### config.mk
export PLATFORM = sky130hd
export DESIGN_NAME = dbg_gpio_port
export DESIGN_NICKNAME = d
export VERILOG_FILES = /design/src/dbg_gpio_pkg.sv /design/src/dbg_gpio_port.sv
export SDC_FILE = /design/constraint.sdc
export NUM_CORES = 1
export LEC_CHECK = 0
export BUFFER_PORTS_ARGS = -buffer_cell sky130_fd_sc_hd__buf_2
export CORE_MARGIN = 8
export CORE_UTILIZATION = 42
export CTS_CLUSTER_SIZE = 24
export DETAILED_ROUTE_END_ITERATION = 10
export GPL_ROUTABILITY_DRIVEN = 0
export HOLD_SLACK_MARGIN = 0.15
export PLACE_DENSITY = 0.74
export SYNTH_ARGS = -nofsm -noshare
export SYNTH_HDL_FRONTEND = slang
export SYNTH_SLANG_ARGS = --single-unit
### constraint.sdc
create_clock -name i_clk -period 2.62 [get_ports i_clk]
set_input_delay 0.131 -clock i_clk [delete_from_list [all_inputs] [get_ports i_clk]]
set_output_delay 0.131 -clock i_clk [all_outputs]
set_load 0.02 [all_outputs]
### src/dbg_gpio_pkg.sv
// Purpose: Constants and carrier types for the debug-shared GPIO port.
// Assumes: One 10 MHz clock, word-aligned register offsets.
// Notes: How the block behaves is listed below.
//
// How it works
// - Eight bits, each with its own output enable.
// - Function select 1 routes the pin to debug or trace logic.
// - Open-drain control is not implemented; no pin is OD_CAPABLE, so its bits stay zero.
// - General-purpose input enables reset to zero.
// - Stop with drive enable 1 keeps the register enables, except bit 0 debug output.
// - Stop with drive enable 0 turns ordinary pin input and output off.
// - Bit 0 debug output stays on in stop whatever drive enable says.
// - Debug output in stop drives only while debug data is valid.
// - Interrupt pins keep input in stop; output follows drive enable.
// - Reset: bit 0 is debug data with input, output, pull-up on.
// - Reset: bit 1 is debug clock with input and pull-down on.
// - Reset: bits 2 to 7 are port bits, all enables off.
// - Registers at base 0x4000_0000 with the listed offsets.
// - Data holds bits 7-0, reset zero, upper bits read zero.
// - Output enable 1 drives; reset leaves only bit 0 set.
// - Function select bits 6-0 only, reset with bits 1 and 0.
// - Pull-up bits switch each pin's pull-up except bit 1, which has none.
// - Pull-down bit 1 switches the only pull-down, on bit 1.
// - Input needs the input-enable bit; output enable is not enough.

package dbg_gpio_pkg;

   localparam int unsigned PORT_W = 8;
   localparam int unsigned ADDR_W = 8;

   // ----------------------------------------------------------------
   // Register map
   // ----------------------------------------------------------------
   localparam logic [31:0] PORT_BASE = 32'h4000_0000;
   localparam logic [ADDR_W-1:0] OFS_PORT_DATA = 8'h00;
   localparam logic [ADDR_W-1:0] OFS_OUTPUT_ENABLE = 8'h04;
   localparam logic [ADDR_W-1:0] OFS_FUNCTION_SELECT = 8'h08;
   localparam logic [ADDR_W-1:0] OFS_PULLUP_CONTROL = 8'h2c;
   localparam logic [ADDR_W-1:0] OFS_PULLDOWN_CONTROL = 8'h30;
   localparam logic [ADDR_W-1:0] OFS_INPUT_ENABLE = 8'h38;
   localparam logic [ADDR_W-1:0] OFS_OPEN_DRAIN_CONTROL = 8'h3c;

   // ----------------------------------------------------------------
   // Reset values and implemented-bit masks
   // ----------------------------------------------------------------
   localparam logic [PORT_W-1:0] RST_DATA = 8'h00;
   localparam logic [PORT_W-1:0] RST_OE = 8'h01;
   localparam logic [PORT_W-1:0] RST_FSEL = 8'h03;
   localparam logic [PORT_W-1:0] RST_PU = 8'h01;
   localparam logic [PORT_W-1:0] RST_PD = 8'h02;
   localparam logic [PORT_W-1:0] RST_IE = 8'h03;
   localparam logic [PORT_W-1:0] RST_OD = 8'h00;
   localparam logic [PORT_W-1:0] MASK_FSEL = 8'h7f;
   localparam logic [PORT_W-1:0] MASK_PU = 8'hfd;
   localparam logic [PORT_W-1:0] MASK_PD = 8'h02;
   // Pins whose alternate function is an external interrupt input
   localparam logic [PORT_W-1:0] IRQ_PINS = 8'h00;
   // Pins whose alternate function is a debug output kept alive in stop
   localparam logic [PORT_W-1:0] DBG_OUT_PINS = 8'h01;
   localparam logic [PORT_W-1:0] OD_CAPABLE = 8'h00;

   // ----------------------------------------------------------------
   // Carrier types
   // ----------------------------------------------------------------
   typedef struct packed {
      logic [ADDR_W-1:0] addr;
      logic [31:0] wdata;
      logic wr;
      logic rd;
   } reg_req_s;

   typedef struct packed {
      logic [PORT_W-1:0] out;
      logic [PORT_W-1:0] oe;
      logic [PORT_W-1:0] valid;
   } alt_drive_s;

   typedef struct packed {
      logic [PORT_W-1:0] out;
      logic [PORT_W-1:0] oe;
      logic [PORT_W-1:0] pu;
      logic [PORT_W-1:0] pd;
      logic [PORT_W-1:0] ie;
   } pad_ctrl_s;

endpackage : dbg_gpio_pkg

### src/dbg_gpio_port.sv
// Purpose: Eight-bit GPIO port shared with debug and trace functions.
// Assumes: Pad inputs are asynchronous; alternate logic is on i_clk.
// Notes: All outputs are registered, so pads lag controls by one cycle.
//
// Design decision made here: the plain strobed port.
`timescale 1ns/100ps
`default_nettype none

module dbg_gpio_port
   import dbg_gpio_pkg::*;
(
   // Clock and reset
   input wire logic i_clk,
   input wire logic i_nrst,
   // Register port
   input wire reg_req_s i_req,
   output logic [31:0] o_rdata,
   // Low-power state
   input wire logic i_stop,
   input wire logic i_drive_enable,
   // Pads
   input wire logic [PORT_W-1:0] i_pad,
   output var pad_ctrl_s o_pad,
   // Alternate function side
   input wire alt_drive_s i_alt,
   output logic [PORT_W-1:0] o_alt_in
);

   typedef struct packed {
      logic [PORT_W-1:0] data;
      logic [PORT_W-1:0] oe;
      logic [PORT_W-1:0] fsel;
      logic [PORT_W-1:0] pu;
      logic [PORT_W-1:0] pd;
      logic [PORT_W-1:0] ie;
      logic [PORT_W-1:0] od;
      logic [PORT_W-1:0] sync1;
      logic [PORT_W-1:0] sync2;
      logic [31:0] rdata;
      pad_ctrl_s pad;
      logic [PORT_W-1:0] alt_in;
   } state_s;

   state_s st_q;
   state_s st_d;

   logic [PORT_W-1:0] in_en;
   logic [PORT_W-1:0] drv_en;
   logic [PORT_W-1:0] drv_val;
   logic [PORT_W-1:0] wv;

   // ----------------------------------------------------------------
   // Pad steering
   // ----------------------------------------------------------------
   always_comb begin
      for (int b = 0; b < PORT_W; b++) begin
         in_en[b] = st_q.ie[b];
         drv_val[b] = st_q.fsel[b] ? i_alt.out[b] : st_q.data[b];
         drv_en[b] = st_q.oe[b] && (!st_q.fsel[b] || i_alt.oe[b]);
         if (i_stop) begin
            if (st_q.fsel[b] && DBG_OUT_PINS[b] && st_q.oe[b]) begin
               drv_en[b] = i_alt.valid[b];
               in_en[b] = in_en[b] && i_drive_enable;
            end else if (st_q.fsel[b] && IRQ_PINS[b] && st_q.ie[b]) begin
               drv_en[b] = drv_en[b] && i_drive_enable;
            end else if (!i_drive_enable) begin
               in_en[b] = 1'b0;
               drv_en[b] = 1'b0;
            end
         end
         if (st_q.od[b] && OD_CAPABLE[b]) begin
            drv_en[b] = drv_en[b] && !drv_val[b];
         end
      end
   end

   // ----------------------------------------------------------------
   // Next state
   // ----------------------------------------------------------------
   always_comb begin
      st_d = st_q;
      wv = i_req.wdata[PORT_W-1:0];
      // Second stage only reads the first; logic reads stage two
      st_d.sync1 = i_pad;
      st_d.sync2 = st_q.sync1;
      if (i_req.wr) begin
         unique case (i_req.addr)
            OFS_PORT_DATA: st_d.data = wv;
            OFS_OUTPUT_ENABLE: st_d.oe = wv;
            OFS_FUNCTION_SELECT: st_d.fsel = wv & MASK_FSEL;
            OFS_PULLUP_CONTROL: st_d.pu = wv & MASK_PU;
            OFS_PULLDOWN_CONTROL: st_d.pd = wv & MASK_PD;
            OFS_INPUT_ENABLE: st_d.ie = wv;
            OFS_OPEN_DRAIN_CONTROL: st_d.od = wv & OD_CAPABLE;
            default: ;
         endcase
      end
      st_d.rdata = 32'h0000_0000;
      if (i_req.rd) begin
         unique case (i_req.addr)
            OFS_PORT_DATA: st_d.rdata[PORT_W-1:0] = st_q.sync2 & in_en;
            OFS_OUTPUT_ENABLE: st_d.rdata[PORT_W-1:0] = st_q.oe;
            OFS_FUNCTION_SELECT: st_d.rdata[PORT_W-1:0] = st_q.fsel;
            OFS_PULLUP_CONTROL: st_d.rdata[PORT_W-1:0] = st_q.pu;
            OFS_PULLDOWN_CONTROL: st_d.rdata[PORT_W-1:0] = st_q.pd;
            OFS_INPUT_ENABLE: st_d.rdata[PORT_W-1:0] = st_q.ie;
            OFS_OPEN_DRAIN_CONTROL: st_d.rdata[PORT_W-1:0] = st_q.od;
            default: ;
         endcase
      end
      st_d.pad.out = drv_val;
      st_d.pad.oe = drv_en;
      st_d.pad.pu = st_q.pu;
      st_d.pad.pd = st_q.pd;
      st_d.pad.ie = in_en;
      // Alternate logic sees the pin only when input is enabled
      st_d.alt_in = st_q.sync2 & in_en & st_q.fsel;
   end

   // ----------------------------------------------------------------
   // State register
   // ----------------------------------------------------------------
   always_ff @(posedge i_clk or negedge i_nrst) begin
      if (!i_nrst) begin
         st_q <= '0;
         st_q.data <= RST_DATA;
         st_q.oe <= RST_OE;
         st_q.fsel <= RST_FSEL;
         st_q.pu <= RST_PU;
         st_q.pd <= RST_PD;
         st_q.ie <= RST_IE;
         st_q.od <= RST_OD;
      end else begin
         st_q <= st_d;
      end
   end

   assign o_rdata = st_q.rdata;
   assign o_pad = st_q.pad;
   assign o_alt_in = st_q.alt_in;

endmodule : dbg_gpio_port
`default_nettype wire
Yosys cells after proc, flatten, opt, wreduce, memory -nomap -nowiden
Index checks and enable logic that the tools add are counted.
{ "word_totals": {"ff_bits": 103, "out_inout_bits": 80, "elab_cells": 95} }
{ "op_classes": {"n_eq_ne": 5, "muxes": 43, "bitwise": 2, "reduce_logical": 30} }
{ "ops": {"columns": ["op", "count"], "rows": [
  ["$pmux 8 s6", 1],
  ["$mux 1", 41],
  ["$eq 8x6->1 const B", 3],
  ["$reduce_and 2->1", 6],
  ["$logic_and 1x1->1", 9],
  ["$and 8x7->8", 1],
  ["$and 8x8->8", 1],
  ["$eq 8x3->1 const B", 1],
  ["$eq 8x4->1 const B", 1],
  ["$logic_not 8->1", 1],
  ["$mux 8", 1],
  ["$logic_not 1->1", 7],
  ["$logic_or 1x1->1", 7]
]} }

Logic depth before layout (Yosys ltp)
Gate-level depths: netlist of the first run.
{ "depth": {"depth_word": 6, "mapped_depth": 6, "ltp_nobuf": 4} }

Least setup slack after synthesis of the first run
No wires, ideal clock.
{ "synth_timing": {"path_kind": "input port to flip-flop", "start": "input i_req[37] in the netlist's numbering", "end": "register st_q[144] in the netlist's numbering", "arrival_time_ps": 1283, "t_required_ps": 2495, "slack_ps": 1212, "path_stages": 4, "path_buffers": 1, "path_cell_list": "buf_6 > nor4_4 > nand3_4 > mux2_4"} }
{ "synth_between": {"elab_chain_cells": 2} }
{ "synth_rtl": {"columns": ["element", "line", "text"], "rows": [
  ["from (decl)", "dbg_gpio_port.sv:16", "input wire reg_req_s i_req,"],
  ["$logic_not 8->1", "dbg_gpio_port.sv:87", "unique case (i_req.addr)"],
  ["$reduce_and 2->1 (no source line)", null, null],
  ["to (signal assigned)", "dbg_gpio_port.sv:134", "st_q <= st_d;"],
  ["to (decl)", "dbg_gpio_port.sv:44", "state_s st_q;"]
]} }
No other way between the ends.
A chain may end at the register's enable or synchronous reset.

==> flow_metrics.tcl, run 1 <==
set metrics [dict create \
    route.detailed.drc 0 \
    met3RoutedLength_um 829 \
    worstMarginPinSlew_ps 705 \
    timing.critical_path.cells "dlygate4sd3_1 -> buf_2 -> nand2b_1 -> buf_4 -> and4_1 -> o21ai_0 -> a21oi_1" \
    floorplan_core_area_um2 10700 \
    hold_path.class "in -> reg" \
    cellLeakagePower_nw 2.76 \
    place_hpwl_um 7020 \
    tritoncts "done" \
    ff2ff_path_depth 3 \
    worst_path_largest_cell_delay_ps 530 \
    reg2reg_from "st_q[128]$_DFFE_PN1P_" \
    synthesis.yosys.warnings 0 \
    route.top_layer_used "met5" \
    die_area_um2 14500 \
    yosysTopAreaCellShare 0.518 \
    fin_worst_skew_ps 13.7 \
    clock_tree.buffer_depth 2 \
    chipHeight_um 121 \
    vdd_ir_drop_max_mv 0.275 \
    hold_viol 0 \
    cts_buffers 9 \
    yosysSeqAreaShare 0.558 \
    cell_with_the_most_instances_after_synthesis "dfrtp_1" \
    yosys_most_used_dff "dfrtp_1" \
    synth.lib_cells_used.distinct 42 \
    ctsHtreeMaxLevel 3 \
    timing.slew.headroom 0.530 \
    drtAntennaViolNets 0 \
    worstHoldStart "i_alt[12]" \
    min_path_cells 3 \
    rsz0062_at_grt "no" \
    initial_utilization 0.427 \
    antenna_found_initial 1 \
    final_layout_size_suffix_gt1_frac 0.388 \
    postRouteWirelength_um 10000 \
    antenna_cells_inserted 0 \
    worstSetupPathType "in -> reg" \
    setup_viol_count_final 0 \
    netlist_instances 338 \
    drt-pass1-iter-count 6 \
    drv.max_cap_violation_count 0 \
    port_bufs 91 \
    achievable-frequency_ghz 0.591 \
    die_w_um 121 \
    run_status "finished clean" \
    fin_tns_setup_ps 0 \
    ctsRootBufferMaster "clkbuf_8" \
    number_of_flops_mapped_to_enable_cells_by_yosys 0 \
    endpoint_of_the_lowest_slack_register_to_register_path "o_pad[24]$_DFF_PN0_" \
    cellPowerDensity_nw_per_um2 578 \
    cell_type_with_the_highest_aggregate_area_in_the_netlist "dfrtp_1" \
    synthesis.area_um2 4590 \
    holdBufCountCts 31 \
    wire_per_inst_um 17.6 \
    grt.overflow.total 0 \
    vias_per_cell 4.74 \
    met2RoutedLength_um 4780 \
    post_synth_main_area_contributors "dfrtp_1 (52%), buf_4 (13%), mux2_4 (5.2%)" \
    holdWs_ps 178 \
    final-max-slew-violation-count 0 \
    reg2reg_setup_slack_ps 1060 \
    count_of_state_elements_after_synthesis 102 \
    worst-path-max-fanout 14 \
    met1_length_um 4250 \
    cts_setup_buffers 0 \
    wire_length_of_the_first_global_routing_pass_um 15600 \
    hold_end "o_pad[28]$_DFF_PN0_" \
    period_minus_slack_ps 1690 \
    row_count 38 \
    nets 501 \
    drt_iter0_drc 118 \
    timing.critical_path.to_type "flop" \
    num-fill-cells 981 \
    clock_sinks 102 \
    layout-area-overhead-vs-synth_pct 15.5 \
    worst_skew_pair.late_latency_ps 360 \
    synth.avg_cell_area_um2 13.6 \
    worst_setup_hold_path_clk_slew_ps 90 \
    largest_net_degree_at_the_start_of_global_routing 57 \
    post_route_fraction_of_the_period_consumed_by_the_critical_path 0.645 \
    power.total_mw 3.07 \
    global_route.usage.total 0.140 \
    setup.worst_path.start_class "input pin" \
    first_global_vias 2888 \
    arrival_worst_endpoint_ps 1970 \
    post_cts_resized 0 \
    synth_top_cells_by_count "dfrtp_1 (95), buf_4 (81), and3_1 (18)" \
    synthArstFlopShare 1.00 \
    required_ps 2900 \
    critical_path.slowest_cell "dlygate4sd3_1" \
    detailroute.via_count 2693 \
    ios 158 \
]
-- layout by cell type (no fill, tap or decap), types with 2 or more instances in the layout --
| master | netlist | routed |
|---|---|---|
| a32o_1 | 4 | 4 |
| buf_2 | 4 | 90 |
| clkbuf_1 | 2 | 3 |
| dlygate4sd3_1 | 0 | 31 |
| nor4_4 | 2 | 2 |
| buf_4 | 81 | 8 |
| and4_1 | 3 | 3 |
| clkbuf_8 | 0 | 10 |
| mux2_1 | 15 | 15 |
| nor2_1 | 5 | 5 |
| o21ai_0 | 5 | 5 |
| a222oi_1 | 4 | 4 |
| a21oi_1 | 5 | 5 |
| nand2b_1 | 8 | 8 |
| a22o_1 | 4 | 4 |
| mux2_2 | 16 | 16 |
| bufinv_16 | 0 | 2 |
| dfstp_2 | 7 | 7 |
| conb_1 | 1 | 33 |
| a21o_1 | 3 | 3 |
| and3_1 | 18 | 18 |
| and2_1 | 13 | 13 |
| dfrtp_1 | 95 | 95 |
| nand3_4 | 3 | 3 |
| a22oi_1 | 2 | 2 |
| mux2_4 | 16 | 16 |
| nand4_1 | 3 | 3 |
| nand3b_1 | 2 | 2 |
-- worst max path at each step --
stage / startpoint / to / slack, ps / cells after the start
after floorplan: i_req[37] / st_q[144]$_DFFE_PN0P_ / 1210 / 4
after global placement: i_req[41] / st_d[27]$_DFFE_PN0P_ / 870 / 5
after detailed placement: i_req[38] / st_q[149]$_DFFE_PN0P_ / 850 / 4
after CTS: i_stop / o_rdata[1]$_DFF_PN0_ / 910 / 7
after global routing: i_stop / o_rdata[1]$_DFF_PN0_ / 840 / 7
final: i_stop / o_rdata[1]$_DFF_PN0_ / 930 / 7
-- registers in the layout, summed over array words and instances, names as in the netlist --
signal,cells
o_alt_in,7
st_q,39
st_d,16
o_pad,32
o_rdata,8
-- through the flow --
stage | utilization | std cells | setup slack, ps | cell area, µm²
after CTS | 0.493 | 568 | 912 | 5300
after global placement | 0.444 | 521 | 873 | 4770
after global routing | 0.493 | 568 | 839 | 5300
after detailed placement | 0.444 | 521 | 848 | 4770
after floorplan | - | 370 | 1210 | 4710
final | 0.493 | 568 | 929 | 5300
-- kinds of logic (layout without fill, tap and decap cells) --
family | count (synthesis) | in the layout | share of synthesized area
other | 1 | 33 | 0.000818
AO/OA/AOI/OAI | 31 | 31 | 0.0526
flip-flops | 102 | 102 | 0.558
AND/OR/NAND/NOR | 68 | 68 | 0.116
buffers and inverters | 88 | 146 | 0.141
multiplexers | 48 | 48 | 0.131
-- report_power, final --
part           switching (mW)  leakage [nW]  internal [mW]  total [mW]
registers              0.0364          1.35           1.64        1.68
logic                   0.184          1.31          0.129       0.314
clock network           0.508         0.104          0.566        1.07
total                   0.729          2.76           2.34        3.07
-- area by class of cell --
class                           count  area, µm²  share of cell area
Clock inverter                      3       67.6              0.0128
Sequential cell                   102       2560               0.483
Tap cell                          140        175              0.0331
Timing Repair Buffer              130        841               0.159
Multi-Input combinational cell    180       1510               0.284
Clock buffer                       13        149              0.0281
-- metal layers --
layer  global-route usage  up-vias
met3               0.0531       12
met5                    0        -
met4               0.0500        2
met1                0.174     1339
met2                0.218       92
li1                     -     1248
-- critical path: cells and delay by family --
family / cells / cell delay (ps)
buffers and inverters: 3 / 950
AO/OA/AOI/OAI: 2 / 310
AND/OR/NAND/NOR: 2 / 580
Note: power is estimated with default switching activity, not from simulation.
==> inputs of run 2 (changes only) <==
--- a/config.mk
+++ b/config.mk
@@ -5,6 +5,7 @@
 export SDC_FILE = /design/constraint.sdc
 export NUM_CORES = 1
 export LEC_CHECK = 0
+export ABC_AREA = 1
 export BUFFER_PORTS_ARGS = -buffer_cell sky130_fd_sc_hd__buf_2
 export CORE_MARGIN = 8
 export CORE_UTILIZATION = 42
==> constraint.sdc (replaced) <==
create_clock -name i_clk -period 1.6 [get_ports i_clk]
set_input_delay 0.08 -clock i_clk [delete_from_list [all_inputs] [get_ports i_clk]]
set_output_delay 0.08 -clock i_clk [all_outputs]
set_load 0.02 [all_outputs]
==> run 2 against run 1 <==
Compared with the run above: worst hold slack lost 34 ps; wire length grew 7.0%; register-to-register slack lost 980 ps; worst setup slack got worse by 850 ps; die area rose by 1.0%; final cell count rose by 27%; sequential power increased by 65%; synthesized cell count is 42% higher; synthesized area up 1.2%; largest power group unchanged.
==> flow_metrics.tcl, run 2 <==
set metrics [dict create \
    required_ps 1870 \
    drt-pass1-iter-count 4 \
    final_cell_mix "dfrtp_1 (95), nand2_1 (91), buf_2 (90), inv_1 (46), nor2_1 (37)" \
    yosys_most_used_dff "dfrtp_1" \
    largest_register "st_q" \
    final-max-slew-violation-count 0 \
    drt_iter0_drc 210 \
    flip_flop_count_of_the_largest_register_after_layout 39 \
    setup.worst_path.start_class "flop" \
    route.detailed.drc 0 \
    fin_tns_setup_ps 0 \
    layout-area-overhead-vs-synth_pct 15.5 \
    yosysSeqAreaShare 0.552 \
    ios 158 \
    mostFrequentLayoutCell "dfrtp_1" \
    largest_net_degree_at_the_start_of_global_routing 45 \
    drv.max_cap_violation_count 0 \
    synthesis.yosys.warnings 0 \
    initial_utilization 0.430 \
    first_global_vias 3337 \
    worstSetupPathType "reg -> reg" \
    postRouteWirelength_um 10700 \
    hold_viol 0 \
    cts_buffers 9 \
    synthesis.area_um2 4640 \
    cellPowerDensity_nw_per_um2 915 \
    netlist_instances 481 \
    number_of_flops_mapped_to_enable_cells_by_yosys 0 \
    post_cts_resized 0 \
    yosysTopAreaCellShare 0.512 \
    place_hpwl_um 7470 \
    run_status "finished clean" \
    drtAntennaViolNets 0 \
    final_layout_size_suffix_gt1_frac 0.293 \
    global_route.usage.total 0.151 \
    worst-path-max-fanout 4 \
    synth.avg_cell_area_um2 9.65 \
    die_area_um2 14700 \
    ctsRootBufferMaster "clkbuf_8" \
    cell_type_with_the_highest_aggregate_area_in_the_netlist "dfrtp_1" \
    hold_path.class "in -> reg" \
    worst_skew_pair.late_latency_ps 390 \
    row_count 38 \
    antenna_found_initial 0 \
    chipHeight_um 121 \
    synth_top_cells_by_count "dfrtp_1 (95), nand2_1 (91), buf_4 (80)" \
    clock_sinks 102 \
    detailroute.via_count 3218 \
    synthArstFlopShare 1.00 \
    port_bufs 91 \
    floorplan_core_area_um2 10800 \
    vias_per_cell 4.46 \
    synth.lib_cells_used.distinct 26 \
    tritoncts "done" \
    wire_per_inst_um 14.8 \
    ctsHtreeMaxLevel 3 \
    setup_viol_count_final 0 \
    post_route_fraction_of_the_period_consumed_by_the_critical_path 0.948 \
    cellLeakagePower_nw 2.87 \
    clock_tree.buffer_depth 2 \
    grt.overflow.total 0 \
    wire_length_of_the_first_global_routing_pass_um 17200 \
    post_synth_main_area_contributors "dfrtp_1 (51%), buf_4 (13%), nand2_1 (7.4%)" \
    vdd_ir_drop_max_mv 0.380 \
    antenna_cells_inserted 0 \
    period_minus_slack_ps 1520 \
    nets 654 \
    cell_with_the_most_instances_after_synthesis "dfrtp_1" \
    timing.critical_path.to_type "flop" \
    fin_worst_skew_ps 7.58 \
    die_w_um 121 \
    rsz0062_at_grt "no" \
    arrival_worst_endpoint_ps 1780 \
    power.total_mw 4.90 \
    achievable-frequency_ghz 0.659 \
    worst_setup_hold_path_clk_slew_ps 100 \
    count_of_state_elements_after_synthesis 102 \
]
run 2: per-stage QoR:
| step | utilization | setup WS, ps | hold slack, ps | cell area, µm² | cells |
|---|---|---|---|---|---|
| after detailed placement | 0.446 | 302 | 71.8 | 4810 | 668 |
| after floorplan | - | 640 | -216 | 4760 | 513 |
| after CTS | 0.496 | 88.4 | 195 | 5360 | 720 |
| after global routing | 0.497 | 2.39 | 156 | 5360 | 721 |
| final | 0.497 | 83.2 | 144 | 5360 | 721 |
| after global placement | 0.446 | 337 | 68.7 | 4810 | 668 |
run 2: final timing paths:
kind	from	to	slack, ps	cells after the start
max	st_q[128]$_DFFE_PN1P_	o_pad[24]$_DFF_PN0_	80	4
min	i_stop	o_pad[24]$_DFF_PN0_	140	3
max reg2reg	st_q[128]$_DFFE_PN1P_	o_pad[24]$_DFF_PN0_	80	4
min reg2reg	st_d[80]$_DFF_PN0_	st_q[80]$_DFF_PN0_	360	0
max in group asynchronous	i_nrst	st_q[86]$_DFF_PN0_	790	3
min in group asynchronous	i_nrst	o_pad[33]$_DFF_PN0_	190	2
run 2: report_power, final:
part / internal [mW] / leakage, nW / switching [mW]
sequential: 2.71 / 1.30 / 0.0624
combinational: 0.217 / 1.49 / 0.393
clock: 0.580 / 0.0796 / 0.941
total: 3.51 / 2.87 / 1.40
run 2: what timing repair did:
item                                    CTS  global route
endpoints found under the setup margin    0             1
hold endpoints to repair                171             0
hold buffers                             36             0
setup buffers                             0             2
run 2: final cells by class:
class	instances	area, µm²
clock inverters	7	58.8
well taps	140	175
fillers	1009	5430
clock buffers	9	124
multi-input cells	273	1330
inverters	50	188
repair buffers	140	926
flip-flops and latches	102	2560
run 2: cell families (layout without fill, tap and decap cells):
kind of cell           count (synthesis)  count (layout)  synth area share
AND/OR/NAND/NOR                      193             193             0.194
AO/OA/AOI/OAI                         47              47            0.0652
buffers and inverters                138             206             0.188
flip-flops                           102             102             0.552
other                                  1              33          0.000808
run 2: routing by layer:
layer  global-route usage  share of wire  wire length (µm)  vias to the layer above
met5                    0              0                 0                        -
met2                0.242           0.47              5060                      107
met3               0.0442          0.072               772                       12
li1                     -              -                 -                     1575
met1                0.189           0.44              4730                     1524
met4               0.0594          0.013               141                        0
run 2: worst max-delay path, cell delays in order, from the launching register on:
cell and delay [ps]:
dfstp_2 580, o21ai_0 90, a21oi_1 100, dlygate4sd3_1 570
nor3_1 60
==> inputs of run 3 (changes only) <==
--- a/config.mk
+++ b/config.mk
@@ -7,13 +7,15 @@
 export LEC_CHECK = 0
 export ABC_AREA = 1
 export BUFFER_PORTS_ARGS = -buffer_cell sky130_fd_sc_hd__buf_2
+export CELL_PAD_IN_SITES_DETAIL_PLACEMENT = 1
+export CELL_PAD_IN_SITES_GLOBAL_PLACEMENT = 2
 export CORE_MARGIN = 8
-export CORE_UTILIZATION = 42
+export CORE_UTILIZATION = 30
 export CTS_CLUSTER_SIZE = 24
 export DETAILED_ROUTE_END_ITERATION = 10
 export GPL_ROUTABILITY_DRIVEN = 0
 export HOLD_SLACK_MARGIN = 0.15
-export PLACE_DENSITY = 0.74
+export PLACE_DENSITY = 0.85
 export SYNTH_ARGS = -nofsm -noshare
 export SYNTH_HDL_FRONTEND = slang
 export SYNTH_SLANG_ARGS = --single-unit
==> run 3 against run 2 <==
Compared with the run above: largest power group unchanged; largest cell class unchanged; die area up 34%; critical endpoint unchanged; power rose by 14%; worst hold slack improved by 49 ps.
==> flow_metrics.tcl, run 3 (synthesized netlist as in run 2, its figures left out) <==
set metrics [dict create \
    timing.critical_path.to_type "flop" \
    netSwitchingPower_mw 1.46 \
    switching_share 0.260 \
    die_w_um 140 \
    place_hpwl_um 8790 \
    setup_viol_count_final 0 \
    worstHoldStart "i_req[0]" \
    finish.cell_count_without_fillers 767 \
    critPathMostFrequentCell "nor3_1" \
    largest_net_degree_at_the_start_of_global_routing 58 \
    cts_buffers 9 \
    detailroute.via_count 3201 \
    clock_sinks 102 \
    floorplan_core_area_um2 15100 \
    timing.slew.headroom 0.667 \
    postPlaceCellArea_um2 4870 \
    chipHeight_um 140 \
    clockPowerShare 0.394 \
    worstSetupPathType "reg -> reg" \
    worstMarginPinSlew_ps 499 \
    die_area_um2 19700 \
    cell_internal_pwr_mw 4.15 \
    ios 158 \
    nets 652 \
    layout-area-overhead-vs-synth_pct 18.8 \
    achievable-frequency_ghz 0.655 \
    drv.max_cap_violation_count 0 \
    postRouteWirelength_um 12100 \
    route.detailed.drc 0 \
    vdd_ir_drop_max_mv 0.589 \
    timing.critical_path.cells "inv_1 -> nor3_1 -> nor3_1 -> dlygate4sd3_1" \
    global_route.usage.total 0.129 \
    wire_per_inst_um 15.8 \
    setup.worst_path.start_class "flop" \
    sequentialPowerShare 0.496 \
    period_minus_slack_ps 1530 \
    placed_cells 716 \
    drt-pass1-iter-count 4 \
    share_comb_of_total_power 0.110 \
    fin_worst_skew_ps 5.88 \
    initial_utilization 0.306 \
    ctsRootBufferMaster "clkbuf_16" \
    clock_tree.buffer_depth 2 \
    port_bufs 91 \
    required_ps 1830 \
    final_layout_size_suffix_gt1_frac 0.294 \
    critical_path.slowest_cell "dfstp_2" \
    worst_setup_hold_path_clk_slew_ps 70 \
    worst_path_largest_cell_delay_ps 570 \
    flip_flop_count_of_the_largest_register_after_layout 39 \
    mostFrequentLayoutCell "dfrtp_1" \
    drtAntennaViolNets 0 \
    post_route_fraction_of_the_period_consumed_by_the_critical_path 0.955 \
    crit_start "st_q[128]$_DFFE_PN1P_" \
    wire_length_of_the_first_global_routing_pass_um 19700 \
    largest_register "st_q" \
    tritoncts "done" \
    reg2reg_from "st_q[128]$_DFFE_PN1P_" \
    hold_viol 0 \
    grt.overflow.total 0 \
    arrival_worst_endpoint_ps 1760 \
    final-max-slew-violation-count 0 \
    drt_iter0_drc 162 \
    worst-path-max-fanout 5 \
    antenna_found_initial 0 \
    run_status "finished clean" \
    fin_tns_setup_ps 0 \
    power.total_mw 5.60 \
    worst_skew_pair.late_latency_ps 350 \
    antenna_cells_inserted 0 \
    layout.area.seq_um2 2560 \
    ctsHtreeMaxLevel 3 \
    vias_per_cell 4.17 \
    cellPowerDensity_nw_per_um2 1020 \
    combined_area_of_the_multi_input_logic_cells_um2 1330 \
    num-fill-cells 1753 \
    hold_path.class "in -> reg" \
    finish.instance_area_um2 5520 \
    row_count 45 \
    final_cell_mix "dfrtp_1 (95), nand2_1 (91), buf_2 (90), inv_1 (46), nor2_1 (37)" \
    cellLeakagePower_nw 2.92 \
    first_global_vias 3681 \
]
run 3: repair_timing:
action,CTS,global route
buffers inserted,0,2
hold endpoints to repair,163,0
resized for setup,0,1
hold buffers,33,0
endpoints found under the setup margin,0,1
run 3: worst paths after layout:
| check | to | slack (ps) | cells past startpoint |
|---|---|---|---|
| worst max-delay path | o_pad[24]$_DFF_PN0_ | 70 | 4 |
| worst min-delay path | o_rdata[2]$_DFF_PN0_ | 190 | 3 |
| worst max register to register | o_pad[24]$_DFF_PN0_ | 70 | 4 |
| worst min register to register | st_q[80]$_DFF_PN0_ | 350 | 0 |
| max in group asynchronous | st_d[29]$_DFFE_PN0P_ | 720 | 3 |
| min in group asynchronous | o_rdata[2]$_DFF_PN0_ | 230 | 2 |
run 3: area by class of cell:
type / count / area share
multi-input combinational: 273 / 0.241
timing repair buffer: 138 / 0.164
inverter: 50 / 0.0340
clock buffer: 9 / 0.0408
clock inverter: 7 / 0.0134
sequential: 102 / 0.464
tap: 188 / 0.0426
run 3: power by group through the flow:
| stage | Clock (mW) | Sequential, mW | Combinational (mW) |
|---|---|---|---|
| 2_1_floorplan | 0 | 2.81 | 0.447 |
| 3_3_place_gp | 0 | 2.82 | 0.540 |
| 3_5_place_dp | 0 | 2.83 | 0.555 |
| 4_1_cts | 2.26 | 2.78 | 0.623 |
| 5_1_grt | 2.35 | 2.80 | 0.686 |
| 6_report | 2.21 | 2.78 | 0.616 |
run 3: per-layer routing:
metal,vias to the layer above,track usage,routed length (µm)
met5,-,0,0
met4,0,0.0377,145
met2,79,0.214,5740
met3,11,0.0381,629
met1,1547,0.159,5620
li1,1564,-,-
run 3: metrics by stage:
| stage | util | worst slack (ps) | hold WS [ps] |
|---|---|---|---|
| after floorplan | - | 640 | -216 |
| after global placement | 0.322 | 302 | 50.7 |
| after detailed placement | 0.322 | 258 | 59.5 |
| after CTS | 0.363 | 46.2 | 198 |
| after global routing | 0.364 | -4.85 | 217 |
| final | 0.364 | 72.7 | 193 |
run 3: worst max-delay path, delay by kind of cell (launching register included):
family / cells / cell delay (ps)
buffers and inverters: 2 / 630
DFF: 1 / 570
and+or+nand+nor: 2 / 220
